--- src/verilog/enhanced_serial_port_consts.vh ---
// Constants for the enhanced serial port: addresses, bit fields, counts
`ifndef ENHANCED_SERIAL_PORT_CONSTS_VH
`define ENHANCED_SERIAL_PORT_CONSTS_VH

// ----------------------------------------------------------------
// Register addresses on the special function register port
// ----------------------------------------------------------------
`define ADDR_SERIAL_PORT_CONTROL 8'h98
`define ADDR_SERIAL_BUFFER 8'h99
`define CONTROL_RESET 8'h00
`define BUFFER_RESET 8'h00

// ----------------------------------------------------------------
// Control register field positions
// ----------------------------------------------------------------
`define BIT_MODE_HIGH_OR_FE 7
`define BIT_MODE_LOW 6
`define BIT_MULTIPROC 5
`define BIT_RX_ENABLE 4
`define BIT_TX_NINTH 3
`define BIT_RX_NINTH 2
`define BIT_TX_DONE 1
`define BIT_RX_DONE 0

// ----------------------------------------------------------------
// Mode codes {mode_select_high, mode_select_low}
// ----------------------------------------------------------------
`define MODE_SHIFT 2'h0
`define MODE_8BIT_VAR 2'h1
`define MODE_9BIT_FIXED 2'h2
`define MODE_9BIT_VAR 2'h3

// ----------------------------------------------------------------
// Timing counts
// ----------------------------------------------------------------
`define SHIFT_CLK_DIV 6
`define SHIFT_CLK_LAST 4'h5
`define SHIFT_CLK_HIGH_PHASE 4'h3
`define SHIFT_SAMPLE_PHASE 4'h2
`define TICKS_PER_BIT 16
`define TICK_LAST 4'hf
`define START_MID_TICK 4'h7
`define SHIFT_DATA_BITS 4'h8
`define FRAME_BITS_8BIT 4'ha
`define FRAME_BITS_9BIT 4'hb

`endif
--- src/verilog/enhanced_serial_port.v ---
// Enhanced full-duplex serial port with four modes and a control register
//
// Notes on behaviour
// Outside mode 0 transmit and receive run together; a second receive overwrites an unread byte.
// Buffer writes load transmit data; buffer reads return a separate receive register.
// Mode 0 moves data on receive pin, clock on transmit pin, 8 bits, clk/6.
// Mode 1 sends start, eight data LSB first, stop; stop bit kept as ninth.
// Modes 2 and 3 send eleven bits; received ninth bit kept, stop ignored (the code still checks it to set the framing error flag).
// Transmitted ninth bit in modes 2 and 3 comes from transmit_ninth_bit.
// Mode 2 rate is clock/32, or clock/16 when baud_double is set.
// Mode 3 equals mode 2 except its rate comes from the baud timer.
// Any write to the buffer starts a transmission in every mode.
// Mode 0 receives when enabled and done flag clear; others on start bit.
// Mode select bits pick shift, 8-bit variable, 9-bit fixed, 9-bit variable.
// Control bit 7 is mode_select_high or framing error per error_bit_select.
// Framing error sets on missing stop bit and stays until software clears.
// Framing error detection and address recognition are provided.
// Modes 1 and 3 derive bit rate from timer overflow, halved unless doubled.
// Any overflow pulse of the baud timer, whatever its mode, drives the rate.
// Software should keep the baud timer interrupt disabled meanwhile.
// With multiprocessor_enable in modes 2 and 3, ninth bit 0 sets no flag.
// Done flags set by hardware at frame end; only software clears them.
`timescale 1ns/10ps
`include "enhanced_serial_port_consts.vh"

module enhanced_serial_port (
  input wire clk_sys_in,
  input wire reset_in,
  input wire clk_en_in,
  input wire [7:0] sfr_addr_in,
  input wire sfr_wr_in,
  input wire sfr_rd_in,
  input wire [7:0] sfr_wdata_in,
  output reg [7:0] sfr_rdata_out,
  input wire error_bit_select_in,
  input wire baud_double_in,
  input wire baud_timer_overflow_in,
  input wire receive_pin_in,
  output reg receive_pin_out,
  output reg receive_pin_oe_n_out,
  output reg transmit_pin_out
);

  // ----------------------------------------------------------------
  // State codes
  // ----------------------------------------------------------------
  localparam TX_IDLE = 2'd0;
  localparam TX_ASYNC = 2'd1;
  localparam TX_SHIFT = 2'd2;
  localparam RX_IDLE = 2'd0;
  localparam RX_START = 2'd1;
  localparam RX_DATA = 2'd2;
  localparam RX_SHIFT = 2'd3;

  // Compares an address with a register address
  function hit;
    input [7:0] addr;
    input [7:0] target;
    begin
      hit = (addr == target);
    end
  endfunction

  // ----------------------------------------------------------------
  // Control register bits and data registers
  // ----------------------------------------------------------------
  reg mode_select_high_r;
  reg mode_select_low_r;
  reg multiprocessor_enable_r;
  reg receive_enable_bit_r;
  reg transmit_ninth_bit_r;
  reg received_ninth_bit_r;
  reg transmit_done_flag_r;
  reg receive_done_flag_r;
  reg framing_error_flag_r;
  reg [7:0] receive_buffer_r;
  reg div2_r;
  reg overflow_half_r;
  reg rx_prev_r;

  reg [1:0] tx_state_r;
  reg [10:0] tx_shift_r;
  reg [3:0] tx_left_r;
  reg [3:0] tx_phase_r;
  reg tx_bit_r;

  reg [1:0] rx_state_r;
  reg [9:0] rx_shift_r;
  reg [3:0] rx_left_r;
  reg [3:0] rx_phase_r;

  wire [1:0] mode = {mode_select_high_r, mode_select_low_r};
  wire write_control = sfr_wr_in && hit(sfr_addr_in, `ADDR_SERIAL_PORT_CONTROL);
  wire write_buffer = sfr_wr_in && hit(sfr_addr_in, `ADDR_SERIAL_BUFFER);

  // ----------------------------------------------------------------
  // Sixteen-times bit rate tick
  // ----------------------------------------------------------------
  // Mode 2 ticks at clk/2 or clk; variable modes use every second overflow
  // unless doubled, which gives clk/32 or clk/16 over the reload span.
  wire sample_tick = (mode == `MODE_9BIT_FIXED) ? (baud_double_in | div2_r) :
                     (baud_double_in ? baud_timer_overflow_in :
                      (baud_timer_overflow_in & overflow_half_r)); // see R15 see R16

  always @(posedge clk_sys_in) begin
    if (reset_in) begin
      div2_r <= 1'b0;
      overflow_half_r <= 1'b0;
      rx_prev_r <= 1'b1;
    end else if (clk_en_in) begin
      // Mode 2 write restarts the divider so the start bit is a full bit;
      // a frame being received at that moment slips by one clock at most
      if (write_buffer && mode == `MODE_9BIT_FIXED)
        div2_r <= 1'b0;
      else
        div2_r <= ~div2_r;
      if (baud_timer_overflow_in)
        overflow_half_r <= ~overflow_half_r;
      rx_prev_r <= receive_pin_in;
    end
  end

  // ----------------------------------------------------------------
  // Transmitter
  // ----------------------------------------------------------------
  wire tx_finish_async = (tx_state_r == TX_ASYNC) && sample_tick &&
                         (tx_phase_r == `TICK_LAST) && (tx_left_r == 4'd1);
  wire tx_finish_shift = (tx_state_r == TX_SHIFT) &&
                         (tx_phase_r == `SHIFT_CLK_LAST) && (tx_left_r == 4'd1);

  // A write while busy restarts the frame; the old one is abandoned
  always @(posedge clk_sys_in) begin
    if (reset_in) begin
      tx_state_r <= TX_IDLE;
      tx_shift_r <= 11'h7ff;
      tx_left_r <= 4'h0;
      tx_phase_r <= 4'h0;
      tx_bit_r <= 1'b1;
    end else if (clk_en_in) begin
      if (write_buffer) begin // see R9
        tx_phase_r <= 4'h0;
        if (mode == `MODE_SHIFT) begin
          tx_state_r <= TX_SHIFT;
          tx_shift_r <= {3'b111, sfr_wdata_in};
          tx_left_r <= `SHIFT_DATA_BITS;
          tx_bit_r <= sfr_wdata_in[0];
        end else if (mode == `MODE_8BIT_VAR) begin
          tx_state_r <= TX_ASYNC;
          tx_shift_r <= {2'b11, sfr_wdata_in, 1'b0};
          tx_left_r <= `FRAME_BITS_8BIT;
          tx_bit_r <= 1'b0;
        end else begin
          tx_state_r <= TX_ASYNC;
          tx_shift_r <= {1'b1, transmit_ninth_bit_r, sfr_wdata_in, 1'b0}; // see R5
          tx_left_r <= `FRAME_BITS_9BIT;
          tx_bit_r <= 1'b0;
        end
      end else begin
        case (tx_state_r)
          TX_ASYNC: begin
            if (sample_tick) begin
              tx_phase_r <= tx_phase_r + 4'd1;
              if (tx_phase_r == `TICK_LAST) begin
                if (tx_left_r == 4'd1) begin
                  tx_state_r <= TX_IDLE;
                  tx_bit_r <= 1'b1;
                end else begin
                  tx_shift_r <= {1'b1, tx_shift_r[10:1]};
                  tx_bit_r <= tx_shift_r[1];
                end
                tx_left_r <= tx_left_r - 4'd1;
              end
            end
          end
          TX_SHIFT: begin
            if (tx_phase_r == `SHIFT_CLK_LAST) begin
              tx_phase_r <= 4'h0;
              tx_left_r <= tx_left_r - 4'd1;
              if (tx_left_r == 4'd1) begin
                tx_state_r <= TX_IDLE;
              end else begin
                tx_shift_r <= {1'b1, tx_shift_r[10:1]};
                tx_bit_r <= tx_shift_r[1];
              end
            end else begin
              tx_phase_r <= tx_phase_r + 4'd1;
            end
          end
          default: begin
            tx_state_r <= TX_IDLE;
          end
        endcase
      end
    end
  end

  // ----------------------------------------------------------------
  // Receiver
  // ----------------------------------------------------------------
  wire [9:0] rx_word = {receive_pin_in, rx_shift_r[9:1]};
  wire rx_async_last = (rx_state_r == RX_DATA) && sample_tick &&
                       (rx_phase_r == `TICK_LAST) && (rx_left_r == 4'd1);
  wire rx_shift_last = (rx_state_r == RX_SHIFT) &&
                       (rx_phase_r == `SHIFT_CLK_LAST) && (rx_left_r == 4'd1);
  wire rx_nine = (mode == `MODE_9BIT_FIXED) || (mode == `MODE_9BIT_VAR);
  // Address recognition: data frames with ninth bit 0 are dropped
  wire rx_accept = rx_nine ? (!multiprocessor_enable_r || rx_word[8]) : // see R18
                   (!multiprocessor_enable_r || rx_word[9]);
  wire rx_done_async = rx_async_last && rx_accept;
  wire rx_bad_stop = rx_async_last && !rx_word[9];

  // Sampling at mid-start then every sixteen ticks centres each bit
  always @(posedge clk_sys_in) begin
    if (reset_in) begin
      rx_state_r <= RX_IDLE;
      rx_shift_r <= 10'h3ff;
      rx_left_r <= 4'h0;
      rx_phase_r <= 4'h0;
    end else if (clk_en_in) begin
      case (rx_state_r)
        RX_IDLE: begin
          rx_phase_r <= 4'h0;
          if (receive_enable_bit_r && mode == `MODE_SHIFT && !receive_done_flag_r &&
              tx_state_r == TX_IDLE && !write_buffer) begin
            rx_state_r <= RX_SHIFT;
            rx_left_r <= `SHIFT_DATA_BITS;
          end else if (receive_enable_bit_r && mode != `MODE_SHIFT &&
                       rx_prev_r && !receive_pin_in) begin
            rx_state_r <= RX_START;
          end
        end
        RX_START: begin
          if (sample_tick) begin
            rx_phase_r <= rx_phase_r + 4'd1;
            if (rx_phase_r == `START_MID_TICK) begin
              rx_phase_r <= 4'h0;
              if (receive_pin_in) begin
                rx_state_r <= RX_IDLE; // False start, glitch rejected
              end else begin
                rx_state_r <= RX_DATA;
                rx_left_r <= rx_nine ? 4'd10 : 4'd9;
              end
            end
          end
        end
        RX_DATA: begin
          if (sample_tick) begin
            rx_phase_r <= rx_phase_r + 4'd1;
            if (rx_phase_r == `TICK_LAST) begin
              rx_shift_r <= rx_word;
              rx_left_r <= rx_left_r - 4'd1;
              if (rx_left_r == 4'd1)
                rx_state_r <= RX_IDLE;
            end
          end
        end
        RX_SHIFT: begin
          if (rx_phase_r == `SHIFT_CLK_LAST) begin
            rx_phase_r <= 4'h0;
            rx_left_r <= rx_left_r - 4'd1;
            if (rx_left_r == 4'd1)
              rx_state_r <= RX_IDLE;
          end else begin
            rx_phase_r <= rx_phase_r + 4'd1;
          end
          if (rx_phase_r == `SHIFT_SAMPLE_PHASE)
            rx_shift_r <= rx_word;
        end
        default: begin
          rx_state_r <= RX_IDLE;
        end
      endcase
      if (!receive_enable_bit_r && rx_state_r != RX_SHIFT)
        rx_state_r <= RX_IDLE;
    end
  end

  // ----------------------------------------------------------------
  // Control register and receive buffer
  // ----------------------------------------------------------------
  // Hardware sets take priority over a software clear in the same cycle
  always @(posedge clk_sys_in) begin
    if (reset_in) begin
      mode_select_high_r <= 1'b0;
      mode_select_low_r <= 1'b0;
      multiprocessor_enable_r <= 1'b0;
      receive_enable_bit_r <= 1'b0;
      transmit_ninth_bit_r <= 1'b0;
      received_ninth_bit_r <= 1'b0;
      transmit_done_flag_r <= 1'b0;
      receive_done_flag_r <= 1'b0;
      framing_error_flag_r <= 1'b0;
      receive_buffer_r <= `BUFFER_RESET;
    end else if (clk_en_in) begin
      if (write_control) begin
        if (error_bit_select_in)
          framing_error_flag_r <= sfr_wdata_in[`BIT_MODE_HIGH_OR_FE];
        else
          mode_select_high_r <= sfr_wdata_in[`BIT_MODE_HIGH_OR_FE];
        mode_select_low_r <= sfr_wdata_in[`BIT_MODE_LOW];
        multiprocessor_enable_r <= sfr_wdata_in[`BIT_MULTIPROC];
        receive_enable_bit_r <= sfr_wdata_in[`BIT_RX_ENABLE];
        transmit_ninth_bit_r <= sfr_wdata_in[`BIT_TX_NINTH];
        received_ninth_bit_r <= sfr_wdata_in[`BIT_RX_NINTH];
        transmit_done_flag_r <= sfr_wdata_in[`BIT_TX_DONE];
        receive_done_flag_r <= sfr_wdata_in[`BIT_RX_DONE];
      end
      if (tx_finish_async || tx_finish_shift)
        transmit_done_flag_r <= 1'b1;
      // Unread byte is overwritten: the buffer holds one finished frame
      if (rx_done_async) begin
        receive_buffer_r <= rx_nine ? rx_word[7:0] : rx_word[8:1];
        received_ninth_bit_r <= rx_nine ? rx_word[8] : rx_word[9]; // see R4
        receive_done_flag_r <= 1'b1;
      end
      if (rx_shift_last) begin
        receive_buffer_r <= rx_shift_r[9:2];
        receive_done_flag_r <= 1'b1;
      end
      if (rx_bad_stop)
        framing_error_flag_r <= 1'b1;
    end
  end

  // ----------------------------------------------------------------
  // Read port and pins
  // ----------------------------------------------------------------
  // Read data is registered: it appears the cycle after the strobe
  always @(posedge clk_sys_in) begin
    if (reset_in) begin
      sfr_rdata_out <= 8'h00;
      transmit_pin_out <= 1'b1;
      receive_pin_out <= 1'b1;
      receive_pin_oe_n_out <= 1'b1;
    end else if (clk_en_in) begin
      if (sfr_rd_in && hit(sfr_addr_in, `ADDR_SERIAL_PORT_CONTROL))
        sfr_rdata_out <= {error_bit_select_in ? framing_error_flag_r : mode_select_high_r,
                          mode_select_low_r, multiprocessor_enable_r, receive_enable_bit_r,
                          transmit_ninth_bit_r, received_ninth_bit_r,
                          transmit_done_flag_r, receive_done_flag_r};
      else if (sfr_rd_in && hit(sfr_addr_in, `ADDR_SERIAL_BUFFER))
        sfr_rdata_out <= receive_buffer_r;
      else if (sfr_rd_in)
        sfr_rdata_out <= 8'h00;
      // Shift clock low for the first half of each six-cycle bit
      if (tx_state_r == TX_SHIFT) begin
        transmit_pin_out <= (tx_phase_r >= `SHIFT_CLK_HIGH_PHASE);
        receive_pin_out <= tx_bit_r;
        receive_pin_oe_n_out <= 1'b0;
      end else if (rx_state_r == RX_SHIFT) begin
        transmit_pin_out <= (rx_phase_r >= `SHIFT_CLK_HIGH_PHASE);
        receive_pin_out <= 1'b1;
        receive_pin_oe_n_out <= 1'b1;
      end else begin
        transmit_pin_out <= (tx_state_r == TX_ASYNC) ? tx_bit_r : 1'b1;
        receive_pin_out <= 1'b1;
        receive_pin_oe_n_out <= 1'b1;
      end
    end
  end

endmodule // enhanced_serial_port

--- config.mk ---
export PLATFORM = sky130hd
export DESIGN_NAME = enhanced_serial_port
export DESIGN_NICKNAME = d
export VERILOG_FILES = /design/src/verilog/enhanced_serial_port.v
export VERILOG_INCLUDE_DIRS = /design/src /design/src/verilog
export SDC_FILE = /design/constraint.sdc
export NUM_CORES = 1
export LEC_CHECK = 0
export BUFFER_PORTS_ARGS = -buffer_cell sky130_fd_sc_hd__buf_2
export CAP_MARGIN = 20
export CORE_MARGIN = 1
export CORE_UTILIZATION = 64
export CTS_BUF_LIST = sky130_fd_sc_hd__clkbuf_16
export CTS_CLUSTER_DIAMETER = 60
export DETAILED_ROUTE_END_ITERATION = 16
export PLACE_DENSITY = 0.85
export SLEW_MARGIN = 40
export SYNTH_ARGS = -nofsm -noshare
export SYNTH_HDL_FRONTEND = slang
export SYNTH_SLANG_ARGS = --single-unit
--- constraint.sdc ---
create_clock -name clk_sys_in -period 3.7 [get_ports clk_sys_in]
set_clock_uncertainty 0.2 [all_clocks]
set_input_delay 0.37 -clock clk_sys_in [delete_from_list [all_inputs] [get_ports clk_sys_in]]
set_output_delay 0.37 -clock clk_sys_in [all_outputs]
set_load 0.01 [all_outputs]
==> metrics.txt, run 1 <==
result of the run=finished, final reports clean; Initial Util=0.6787; Post-Synth XOR/XNOR Area=0.004602; Leak=1.711 nW; Post-Route WL=10370 um; fraction of layout instances using a drive strength above 1=0.1393; Site Rows=27; Post-CTS Repair Setup Buffers=0; via count of the first global-routing pass=3499; post-synthesis adder-cell area fraction=0.03945; Tmin final=2.689 ns; count of different cell masters after synthesis=62; most common cell after layout, fill and taps aside=sky130_fd_sc_hd__dfxtp_1; ys flop type=sky130_fd_sc_hd__dfxtp_1; violation count after the first detailed-routing iteration=503; number of cells traversed by the worst hold path=3; final hold violations=0; gr ovfl total=0; Skew-Pair Late Insertion Delay=0.33 ns; wire length of the first global-routing pass=16940 um; final instance count without filler cells=560; Crit path arrival time=2.67 ns; Avg WL per Cell=18.52 um; CTS sink cnt=70; first-pass iteration count of the detailed router=6; Placeable Area=5608 sq um; worst min-delay path startpoint=sfr_wdata_in[3]; post-synthesis simple-gate area fraction=0.2360; max-cap violations=0; number of diodes=0; Setup-failing EPs final=0; hold bufs inserted after CTS=0; sequential cell area fraction in the yosys report=0.3682; area growth from synthesis to layout=13.12%; share of synthesized registers carrying an async set or reset=0; origin of the critical flop-to-flop path=mode_select_high_r; maximum frequency from static timing analysis=0.3719 GHz; mux cell area share after synthesis=0.07692; number of antenna violations at the first check in global routing=0; pwr/cell area=412.7 nW/um^2; number of buffers added on ports=35; worst supply voltage drop on vdd=0.3115 mV; Die X=79.12 um; Synthesized Nets=499; WHS Endpoint=transmit_ninth_bit_r; Total Negative Setup Slacks=0 ns; highest-count cells in the layout ignoring fill and taps=70 x sky130_fd_sc_hd__dfxtp_1, 55 x sky130_fd_sc_hd__nand2_1, 47 x sky130_fd_sc_hd__nor2_1; post-CTS sizing=0; cell area after technology mapping=3806 sq um; Crit Path Max Fanout=11; root buf cell=sky130_fd_sc_hd__clkbuf_16; pre-CTS worst setup slack=0.9663 ns; vias per inst=6.738; gate count of the mapped netlist=462; Final #Nets=521; number of placed cells counting well taps=545; DPL Wire Length=6864 um; Worst Setup Start Kind=flop; post-layout utilization of the core=0.7677; crit end category=flop; share of the synthesized area in compound gates (AO/OA/AOI/OAI)=0.2285; endpoint of the lowest-slack register-to-register path=rx_shift_r[7]; slew at the pin with the worst max-slew slack=0.7865 ns; count of boundary I/O pins=36; number of design rule violations left after detail routing=0; Vias=3773; warning count from the yosys run=0; R2R Setup Slk=1.01 ns; overall global routing resource usage=0.3506; post-route setup slack=1.011 ns; data required time of the worst path=3.68 ns; period utilisation layout=0.7267; Hold Crit Class=in2reg; setup repair after global routing missed its margin=false; max_slew headroom=0.4712; number of cells on the worst reg-to-reg path=6; synthesis-stage register bit count=70; final weighted congestion in routability-driven placement=0.8857; clock buffer depth=2; maximum number of pins on one net before global-route repair=52; number of nets with antenna violations after routing=0; number of pins with negative max-slew slack in the final report=0; main combinational cell family by area after synthesis=simple AND/OR/NAND/NOR gates; total die area=6259 sq um; crit path kind=reg2reg; chip height=79.12 um; clock slew seen by the registers of the worst setup and hold paths=0.06 ns; TritonCTS buffer count=9; average cell area after synthesis=8.238 sq um; Post-synth EDFFs=0; CTS tree=built; H-tree depth reported by CTS=3
==> state kept, by name, summed over array words and instances, names as in the netlist, 2 cells and up <==
signal	flops
receive_buffer_r	8
rx_left_r	4
rx_phase_r	4
rx_shift_r	9
rx_state_r	2
sfr_rdata_out	8
tx_left_r	4
tx_phase_r	4
tx_shift_r	9
tx_state_r	2
==> power breakdown <==
part           internal (mW)  total, mW  switching, mW
combinational         0.0330     0.0938         0.0608
clock                  0.586      0.917          0.331
sequential             0.761      0.766        0.00488
total                   1.38       1.78          0.397
==> through the flow <==
| step | instance area [sq um] | power (mW) | hold WS [ns] |
|---|---|---|---|
| floorplan | 3806 | 0.8336 | 0.2443 |
| global placement | 3985 | 0.8690 | 0.2529 |
| detailed placement | 3989 | 0.8725 | 0.2600 |
| CTS | 4300 | 1.775 | 0.1073 |
| global route | 4305 | 1.814 | 0.1220 |
| finish | 4305 | 1.777 | 0.1055 |
==> critical path: stages (launching register included) <==
cell,delay (ns)
sky130_fd_sc_hd__dfxtp_1,0.59
sky130_fd_sc_hd__nand2b_1,0.20
sky130_fd_sc_hd__a21oi_2,0.41
sky130_fd_sc_hd__nor2_1,0.14
sky130_fd_sc_hd__or3_1,0.67
sky130_fd_sc_hd__mux2i_1,0.25
sky130_fd_sc_hd__nand2_1,0.08
==> synthesized netlist by cell type, drive strengths merged (3+ instances only) <==
cell type  count  share of area
dfxtp         70           0.37
o211ai         4         0.0079
nand2         55          0.054
a221o          9          0.024
o21ai         38          0.052
mux2i         27          0.071
o31ai          5         0.0099
a21oi         28          0.038
inv           16          0.016
or4            3         0.0059
or3            7          0.012
nor2b          5         0.0082
nor2          47          0.046
nor4           4         0.0066
and3           4         0.0066
nand4b         3         0.0069
a31oi          7          0.012
a221oi         9          0.021
nor3b          3         0.0059
buf            9          0.012
nand4          3         0.0049
nand3          5         0.0066
ha            12          0.039
and2           5         0.0082
a211oi        13          0.027
nor3          13          0.020
nand4bb        3         0.0089
clkbuf        19          0.019
==> worst max-delay path by stage <==
stage,endpoint,slack (ns),cells past startpoint,from
2_1_floorplan,rx_state_r[1],1.45,7,rx_phase_r[0]
3_3_place_gp,tx_phase_r[3],1.07,6,sfr_addr_in[1]
3_5_place_dp,tx_phase_r[3],0.97,6,sfr_addr_in[5]
4_1_cts,receive_buffer_r[2],1.09,7,rx_phase_r[0]
5_1_grt,receive_buffer_r[5],0.83,7,rx_phase_r[0]
6_report,rx_shift_r[7],1.01,6,mode_select_high_r
==> final cells by class <==
| class | count | area [sq um] |
|---|---|---|
| clock inverter | 6 | 86.33 |
| tap | 72 | 90.09 |
| sequential | 70 | 1401 |
| inverter | 16 | 60.06 |
| fill | 406 | 1303 |
| timing repair buffer | 39 | 205.2 |
| multi-input combinational | 348 | 2237 |
| clock buffer | 9 | 225.2 |
==> cells by family after synthesis <==
family                   count (synthesis)
AO/OA/AOI/OAI                          130
XOR/XNOR                                 2
adder cells (fa/ha/maj)                 12
buffers and inverters                   44
flip-flops                              70
multiplexers                            29
AND/OR/NAND/NOR                        175
==> routing by layer <==
metal / GRT usage / vias up / share of wire
met5: 0 / - / 0
met4: 0.1473 / 0 / 0.022
met3: 0.08621 / 29 / 0.091
met2: 0.5414 / 217 / 0.46
met1: 0.4645 / 1790 / 0.43
li1: - / 1737 / -
(Power assumes the default switching activity.)
==> run 2: changes to the inputs <==
--- a/config.mk
+++ b/config.mk
@@ -9,11 +9,11 @@
 export BUFFER_PORTS_ARGS = -buffer_cell sky130_fd_sc_hd__buf_2
 export CAP_MARGIN = 20
 export CORE_MARGIN = 1
-export CORE_UTILIZATION = 64
+export CORE_UTILIZATION = 54
 export CTS_BUF_LIST = sky130_fd_sc_hd__clkbuf_16
 export CTS_CLUSTER_DIAMETER = 60
 export DETAILED_ROUTE_END_ITERATION = 16
-export PLACE_DENSITY = 0.85
+export PLACE_DENSITY = 0.77
 export SLEW_MARGIN = 40
 export SYNTH_ARGS = -nofsm -noshare
 export SYNTH_HDL_FRONTEND = slang
==> constraint.sdc (replaced) <==
create_clock -name clk_sys_in -period 2.4 [get_ports clk_sys_in]
set_clock_uncertainty 0.2 [all_clocks]
set_input_delay 0.24 -clock clk_sys_in [delete_from_list [all_inputs] [get_ports clk_sys_in]]
set_output_delay 0.24 -clock clk_sys_in [all_outputs]
set_load 0.01 [all_outputs]
==> metrics.txt, run 2 (synthesis results as in run 1) <==
logic depth of the worst setup path including buffers=6 (unchanged); crit end category=flop; data required time of the worst path=2.47 ns (-1.21 ns); CTS sink cnt=70 (unchanged); pwr/cell area=603.7 nW/um^2 (+46%); root buf cell=sky130_fd_sc_hd__clkbuf_16; Crit Path Max Fanout=9 (-2); worst supply voltage drop on vdd=0.3824 mV (+23%); share of total power in combinational logic=0.054 (about the same); max-cap violations=0 (unchanged); wire length of the first global-routing pass=16610 um (-2.0%); overall global routing resource usage=0.2886 (-0.06195); Leak=1.848 nW (+8.0%); maximum number of pins on one net before global-route repair=52 (unchanged); part of the total power dissipated in sequential elements=0.424 (-0.007); smallest hold slack=0.01871 ns (-0.08684 ns); Worst Setup Start Kind=flop; Final #Nets=549 (+5.4%); result of the run=finished, final reports clean; gr ovfl total=0 (unchanged); top cell family by delay on the critical path=simple AND/OR/NAND/NOR gates; fraction of power spent switching nets=0.2279 (+0.004746); Tmin final=2.268 ns (-0.4204 ns); slew at the pin with the worst max-slew slack=0.7905 ns (+0.004073 ns); Slowest cell on crit path=sky130_fd_sc_hd__or4b_1; clock power share=0.521 (+0.005); origin of the critical flop-to-flop path=rx_state_r[1]; number of cells traversed by the worst hold path=3 (unchanged); post-layout utilization of the core=0.6777 (-0.09002); top flop regs=rx_shift_r x9, tx_shift_r x9; Hold Crit Class=in2reg; fraction of layout instances using a drive strength above 1=0.1896 (+0.05021); Avg WL per Cell=16.78 um (-9.4%); most common cell after layout, fill and taps aside=sky130_fd_sc_hd__dfxtp_1; maximum frequency from static timing analysis=0.4409 GHz (+19%); total die area=7388 sq um (+18%); worst min-delay path startpoint=sfr_wdata_in[6]; count of boundary I/O pins=36 (unchanged); Post-Route WL=10290 um (-0.84%); final weighted congestion in routability-driven placement=0.9525 (+7.5%); worst stage delay on the critical path=0.54 ns (-0.13 ns); post-route total power=2.780 mW (+56%); clock slew seen by the registers of the worst setup and hold paths=0.06 ns (about the same); number of buffers and inverters on the critical path=0 (unchanged); number of nets with antenna violations after routing=0 (unchanged); area growth from synthesis to layout=20.97%; violation count after the first detailed-routing iteration=370 (-26%); first-pass iteration count of the detailed router=5 (-1); Worst Setup SP=rx_state_r[1]; crit path kind=reg2reg; chip height=85.96 um (+8.6%); Site Rows=30 (+11%); Post-CTS Repair Setup Buffers=0 (unchanged); Crit path arrival time=2.34 ns (-0.33 ns); final hold violations=0 (unchanged); crit-path cells=and4b_1, o31ai_2, a221oi_2, o21ai_1, or4b_1, a21oi_1; number of pins with negative max-slew slack in the final report=0 (unchanged); number of diodes=0 (unchanged); max_slew headroom=0.4686 (-0.002621); clock buffer depth=2 (unchanged); net switching power of the design=633.6 uW (+60%); TritonCTS buffer count=9 (unchanged); Cell Int Power=2.146 mW (+55%); number of design rule violations left after detail routing=0 (unchanged); number of antenna violations at the first check in global routing=0 (unchanged); Die X=85.96 um (+8.6%); number of placed cells counting well taps=594 (+9.0%); Vias=3807 (+0.90%); H-tree depth reported by CTS=3 (unchanged); setup repair after global routing missed its margin=false; number of buffers added on ports=35 (unchanged); Initial Util=0.5602 (-0.1185); vias per inst=6.210 (-7.8%); via count of the first global-routing pass=3406 (-2.7%); number of cells on the worst reg-to-reg path=6 (unchanged); final instance count without filler cells=613 (+9.5%); period utilisation layout=0.9451 (+0.2184); CTS tree=built; R2R Setup Slk=0.13 ns (-0.88 ns); DPL Wire Length=7425 um (+8.2%); Skew-Pair Late Insertion Delay=0.34 ns (about the same); Placeable Area=6794 sq um (+21%); Setup-failing EPs final=0 (unchanged); highest-count cells in the layout ignoring fill and taps=68 x sky130_fd_sc_hd__dfxtp_1, 55 x sky130_fd_sc_hd__nand2_1, 47 x sky130_fd_sc_hd__nor2_1
run 2: cell type report:
cell class                 instances  area, sq um
clock buffer                       9        225.2
sequential                        70         1406
fill                             540         2190
clock inverter                     7        97.59
inverter                          16        60.06
tap                               96        120.1
timing repair buffer              67        435.4
multi-input combinational        348         2260
run 2: metrics by stage:
stage                     TNS (ns)  area [sq um]  setup WS (ns)
after CTS                        0          4578       0.008005
after global placement    -0.06440          4215       -0.01170
after detailed placement  -0.07167          4222       -0.07167
final                            0          4604         0.1317
after floorplan                  0          3806         0.1512
after global routing             0          4604        0.03122
run 2: power groups by stage:
| stage | Combinational (mW) | Clock (mW) | Sequential (mW) |
|---|---|---|---|
| finish | 0.151 | 1.45 | 1.18 |
| global placement | 0.142 | 0 | 1.21 |
| global route | 0.166 | 1.51 | 1.18 |
| detailed placement | 0.144 | 0 | 1.21 |
| CTS | 0.149 | 1.46 | 1.18 |
| floorplan | 0.0761 | 0 | 1.21 |
run 2: final timing paths:
check                              end
setup / recovery         rx_state_r[1]
hold / removal       mode_select_low_r
setup reg to reg         rx_state_r[1]
hold reg to reg   receive_pin_oe_n_out
run 2: tightest hold or removal path, delay by kind of cell:
family	cells	cell delay, ns
AOI/OAI and AO/OA	1	0.07
and+or+nand+nor	1	0.07
buffers and inverters	1	0.12
run 2: metal layers:
metal	part of all wire	GRT usage
met1	0.45	0.3922
met2	0.46	0.4517
met3	0.067	0.04524
met4	0.025	0.1288
met5	0	0
run 2: repair_timing:
action	4_1_cts	5_1_grt
cloned	0	0
hold buffers	3	0
gates resized for setup	3	6
endpoints found under the setup margin	1	5
hold endpoints to repair	3	0
pin swaps	0	1
==> run 3: changes to the inputs <==
--- a/config.mk
+++ b/config.mk
@@ -9,11 +9,13 @@
 export BUFFER_PORTS_ARGS = -buffer_cell sky130_fd_sc_hd__buf_2
 export CAP_MARGIN = 20
 export CORE_MARGIN = 1
-export CORE_UTILIZATION = 54
+export CORE_UTILIZATION = 59
 export CTS_BUF_LIST = sky130_fd_sc_hd__clkbuf_16
 export CTS_CLUSTER_DIAMETER = 60
 export DETAILED_ROUTE_END_ITERATION = 16
-export PLACE_DENSITY = 0.77
+export HOLD_SLACK_MARGIN = 0.12
+export MAX_ROUTING_LAYER = met4
+export PLACE_DENSITY = 0.79
 export SLEW_MARGIN = 40
 export SYNTH_ARGS = -nofsm -noshare
 export SYNTH_HDL_FRONTEND = slang
==> constraint.sdc (replaced) <==
create_clock -name clk_sys_in -period 2.6 [get_ports clk_sys_in]
set_clock_uncertainty 0.2 [all_clocks]
set_input_delay 0.26 -clock clk_sys_in [delete_from_list [all_inputs] [get_ports clk_sys_in]]
set_output_delay 0.26 -clock clk_sys_in [all_outputs]
set_load 0.01 [all_outputs]
==> metrics.txt, run 3 (synthesis results as in run 1) <==
fraction of power spent switching nets=0.2473 (+0.01939); chip height=82.32 um (-4.2%); maximum frequency from static timing analysis=0.4025 GHz (-8.7%); clock power share=0.479 (-0.042); number of buffers and inverters on the critical path=1 (+1); total die area=6777 sq um (-8.3%); Skew-Pair Late Insertion Delay=0.34 ns (about the same); top cell family by delay on the critical path=compound AO/OA/AOI/OAI gates; Slowest cell on crit path=sky130_fd_sc_hd__dfxtp_1; overall global routing resource usage=0.3329 (+0.04433); max_slew headroom=0.4424 (-0.02621); number of filler cells placed in the layout=468 (-13%); combined flip-flop and latch cell area=1401 sq um (-0.36%); Total Negative Setup Slacks=0 ns (unchanged); Initial Util=0.6280 (+0.06777); share of total power in combinational logic=0.062 (+0.008); gr ovfl total=0 (unchanged); vias per inst=6.427 (+3.5%); number of nets with antenna violations after routing=0 (unchanged); first-pass iteration count of the detailed router=5 (unchanged); Vias=3779 (-0.74%); number of design rule violations left after detail routing=0 (unchanged); clock slew seen by the registers of the worst setup and hold paths=0.06 ns (about the same); H-tree depth reported by CTS=3 (unchanged); final weighted congestion in routability-driven placement=0.9467 (-0.61%); slew at the pin with the worst max-slew slack=0.8295 ns (+0.03900 ns); Tmin final=2.485 ns (+0.2162 ns); number of antenna violations at the first check in global routing=0 (unchanged); TritonCTS buffer count=9 (unchanged); setup repair after global routing missed its margin=false; Die X=82.32 um (-4.2%); Cell Int Power=1.789 mW (-17%); part of the total power dissipated in sequential elements=0.459 (+0.035); pwr/cell area=528.8 nW/um^2 (-12%); maximum number of pins on one net before global-route repair=52 (unchanged); number of pins with negative max-slew slack in the final report=0 (unchanged); violation count after the first detailed-routing iteration=427 (+15%); crit path kind=reg2reg; wire length of the first global-routing pass=16270 um (-2.0%); area growth from synthesis to layout=18.11%; CTS sink cnt=70 (unchanged); Crit Path Max Fanout=11 (+2); origin of the critical flop-to-flop path=mode_select_high_r; DPL Wire Length=7146 um (-3.8%); number of buffers added on ports=35 (unchanged); period utilisation layout=0.9556 (+0.01047); highest-count cells in the layout ignoring fill and taps=70 x sky130_fd_sc_hd__dfxtp_1, 55 x sky130_fd_sc_hd__nand2_1, 47 x sky130_fd_sc_hd__nor2_1; CTS tree=built; Site Rows=28 (-6.7%); crit end category=flop; count of boundary I/O pins=36 (unchanged); fraction of layout instances using a drive strength above 1=0.1618 (-0.02776); number of diodes=0 (unchanged); clock buffer depth=2 (unchanged); via count of the first global-routing pass=3416 (+0.29%); worst stage delay on the critical path=0.53 ns (about the same); worst supply voltage drop on vdd=0.5407 mV (+41%); net switching power of the design=587.9 uW (-7.2%); Hold Crit Class=in2reg; total area of multi-input combinational cells=2252 sq um (-0.33%); worst min-delay path startpoint=sfr_wdata_in[0]; data required time of the worst path=2.68 ns (+0.21 ns); root buf cell=sky130_fd_sc_hd__clkbuf_16; CP dominant cell by count=sky130_fd_sc_hd__o21ai_2; final hold violations=0 (unchanged); Setup-failing EPs final=0 (unchanged); smallest hold slack=0.1892 ns (+0.1705 ns); Placeable Area=6061 sq um (-11%); max-cap violations=0 (unchanged); most common cell after layout, fill and taps aside=sky130_fd_sc_hd__dfxtp_1; top flop regs=rx_shift_r x9, tx_shift_r x9; Final #Nets=545 (-0.73%); Crit path arrival time=2.56 ns (+0.22 ns); crit-path cells=nor4b_2, a211oi_2, o21ai_2, buf_4, nor2_1, o21ai_2, a221o_1; Avg WL per Cell=17.54 um (+4.5%); Worst Setup Start Kind=flop; Leak=1.788 nW (-3.3%); Post-Route WL=10310 um (+0.27%); result of the run=finished, final reports clean; Worst Setup SP=mode_select_high_r
-- run 3: cell count changes in the layout (fill, tap and decap cells not counted), sizes merged --
cell	before	now
buf	64	52
bufinv	2	0
clkinv	1	4
clkinvlp	1	2
dlygate4sd3	3	11
inv	19	17
-- run 3: cell type report --
| type | count | share of cell area |
|---|---|---|
| Clock buffer | 9 | 0.05010 |
| Clock inverter | 7 | 0.01113 |
| Inverter | 16 | 0.01336 |
| Multi-Input combinational cell | 348 | 0.5010 |
| Sequential cell | 70 | 0.3117 |
| Tap cell | 75 | 0.02087 |
| Timing Repair Buffer | 63 | 0.09185 |
-- run 3: worst paths after layout --
kind	endpoint	slack [ns]	depth (start not counted)
setup / recovery	tx_shift_r[4]	0.12	7
hold / removal	receive_done_flag_r	0.19	4
setup reg to reg	tx_shift_r[4]	0.12	7
hold reg to reg	rx_shift_r[1]	0.28	2
-- run 3: per-stage QoR --
stage	power, mW	utilization	area (sq um)	setup WS, ns	std cells
2_1_floorplan	1.186	-	3806	0.3512	462
3_3_place_gp	1.242	0.6742	4086	0.1207	561
3_5_place_dp	1.246	0.6753	4093	0.08941	561
4_1_cts	2.379	0.7389	4478	0.08870	588
5_1_grt	2.437	0.7417	4496	0.01438	588
6_report	2.377	0.7417	4496	0.1155	588
-- run 3: timing repair --
action | in CTS | in global routing
setup endpoints to repair | 0 | 10
setup buffers | 0 | 0
endpoints found under the hold margin | 10 | 0
gates resized for setup | 0 | 5
hold buffers | 11 | 0
-- run 3: worst reg2reg max path, delay by kind of cell, from the launching register on --
kind	cells	cell delay [ns]
AO/OA/AOI/OAI	4	0.92
AND/OR/NAND/NOR	2	0.59
flip-flops	1	0.53
buffers and inverters	1	0.19
-- run 3: per-layer routing --
layer  share of wire  wire length, um  GRT usage  up-vias
li1                -                -          -     1793
met1            0.45             4595     0.4284     1810
met2            0.45             4692     0.5050      157
met3           0.080              824    0.06923       19
met4           0.020              202     0.1421        0
met5               0                0          -        -
-- run 3: power groups by stage --
stage | registers, mW | logic (mW) | clock network (mW)
finish | 1.09 | 0.148 | 1.14
global route | 1.09 | 0.161 | 1.19
CTS | 1.09 | 0.144 | 1.14
detailed placement | 1.11 | 0.132 | 0
global placement | 1.11 | 0.129 | 0
floorplan | 1.12 | 0.0703 | 0
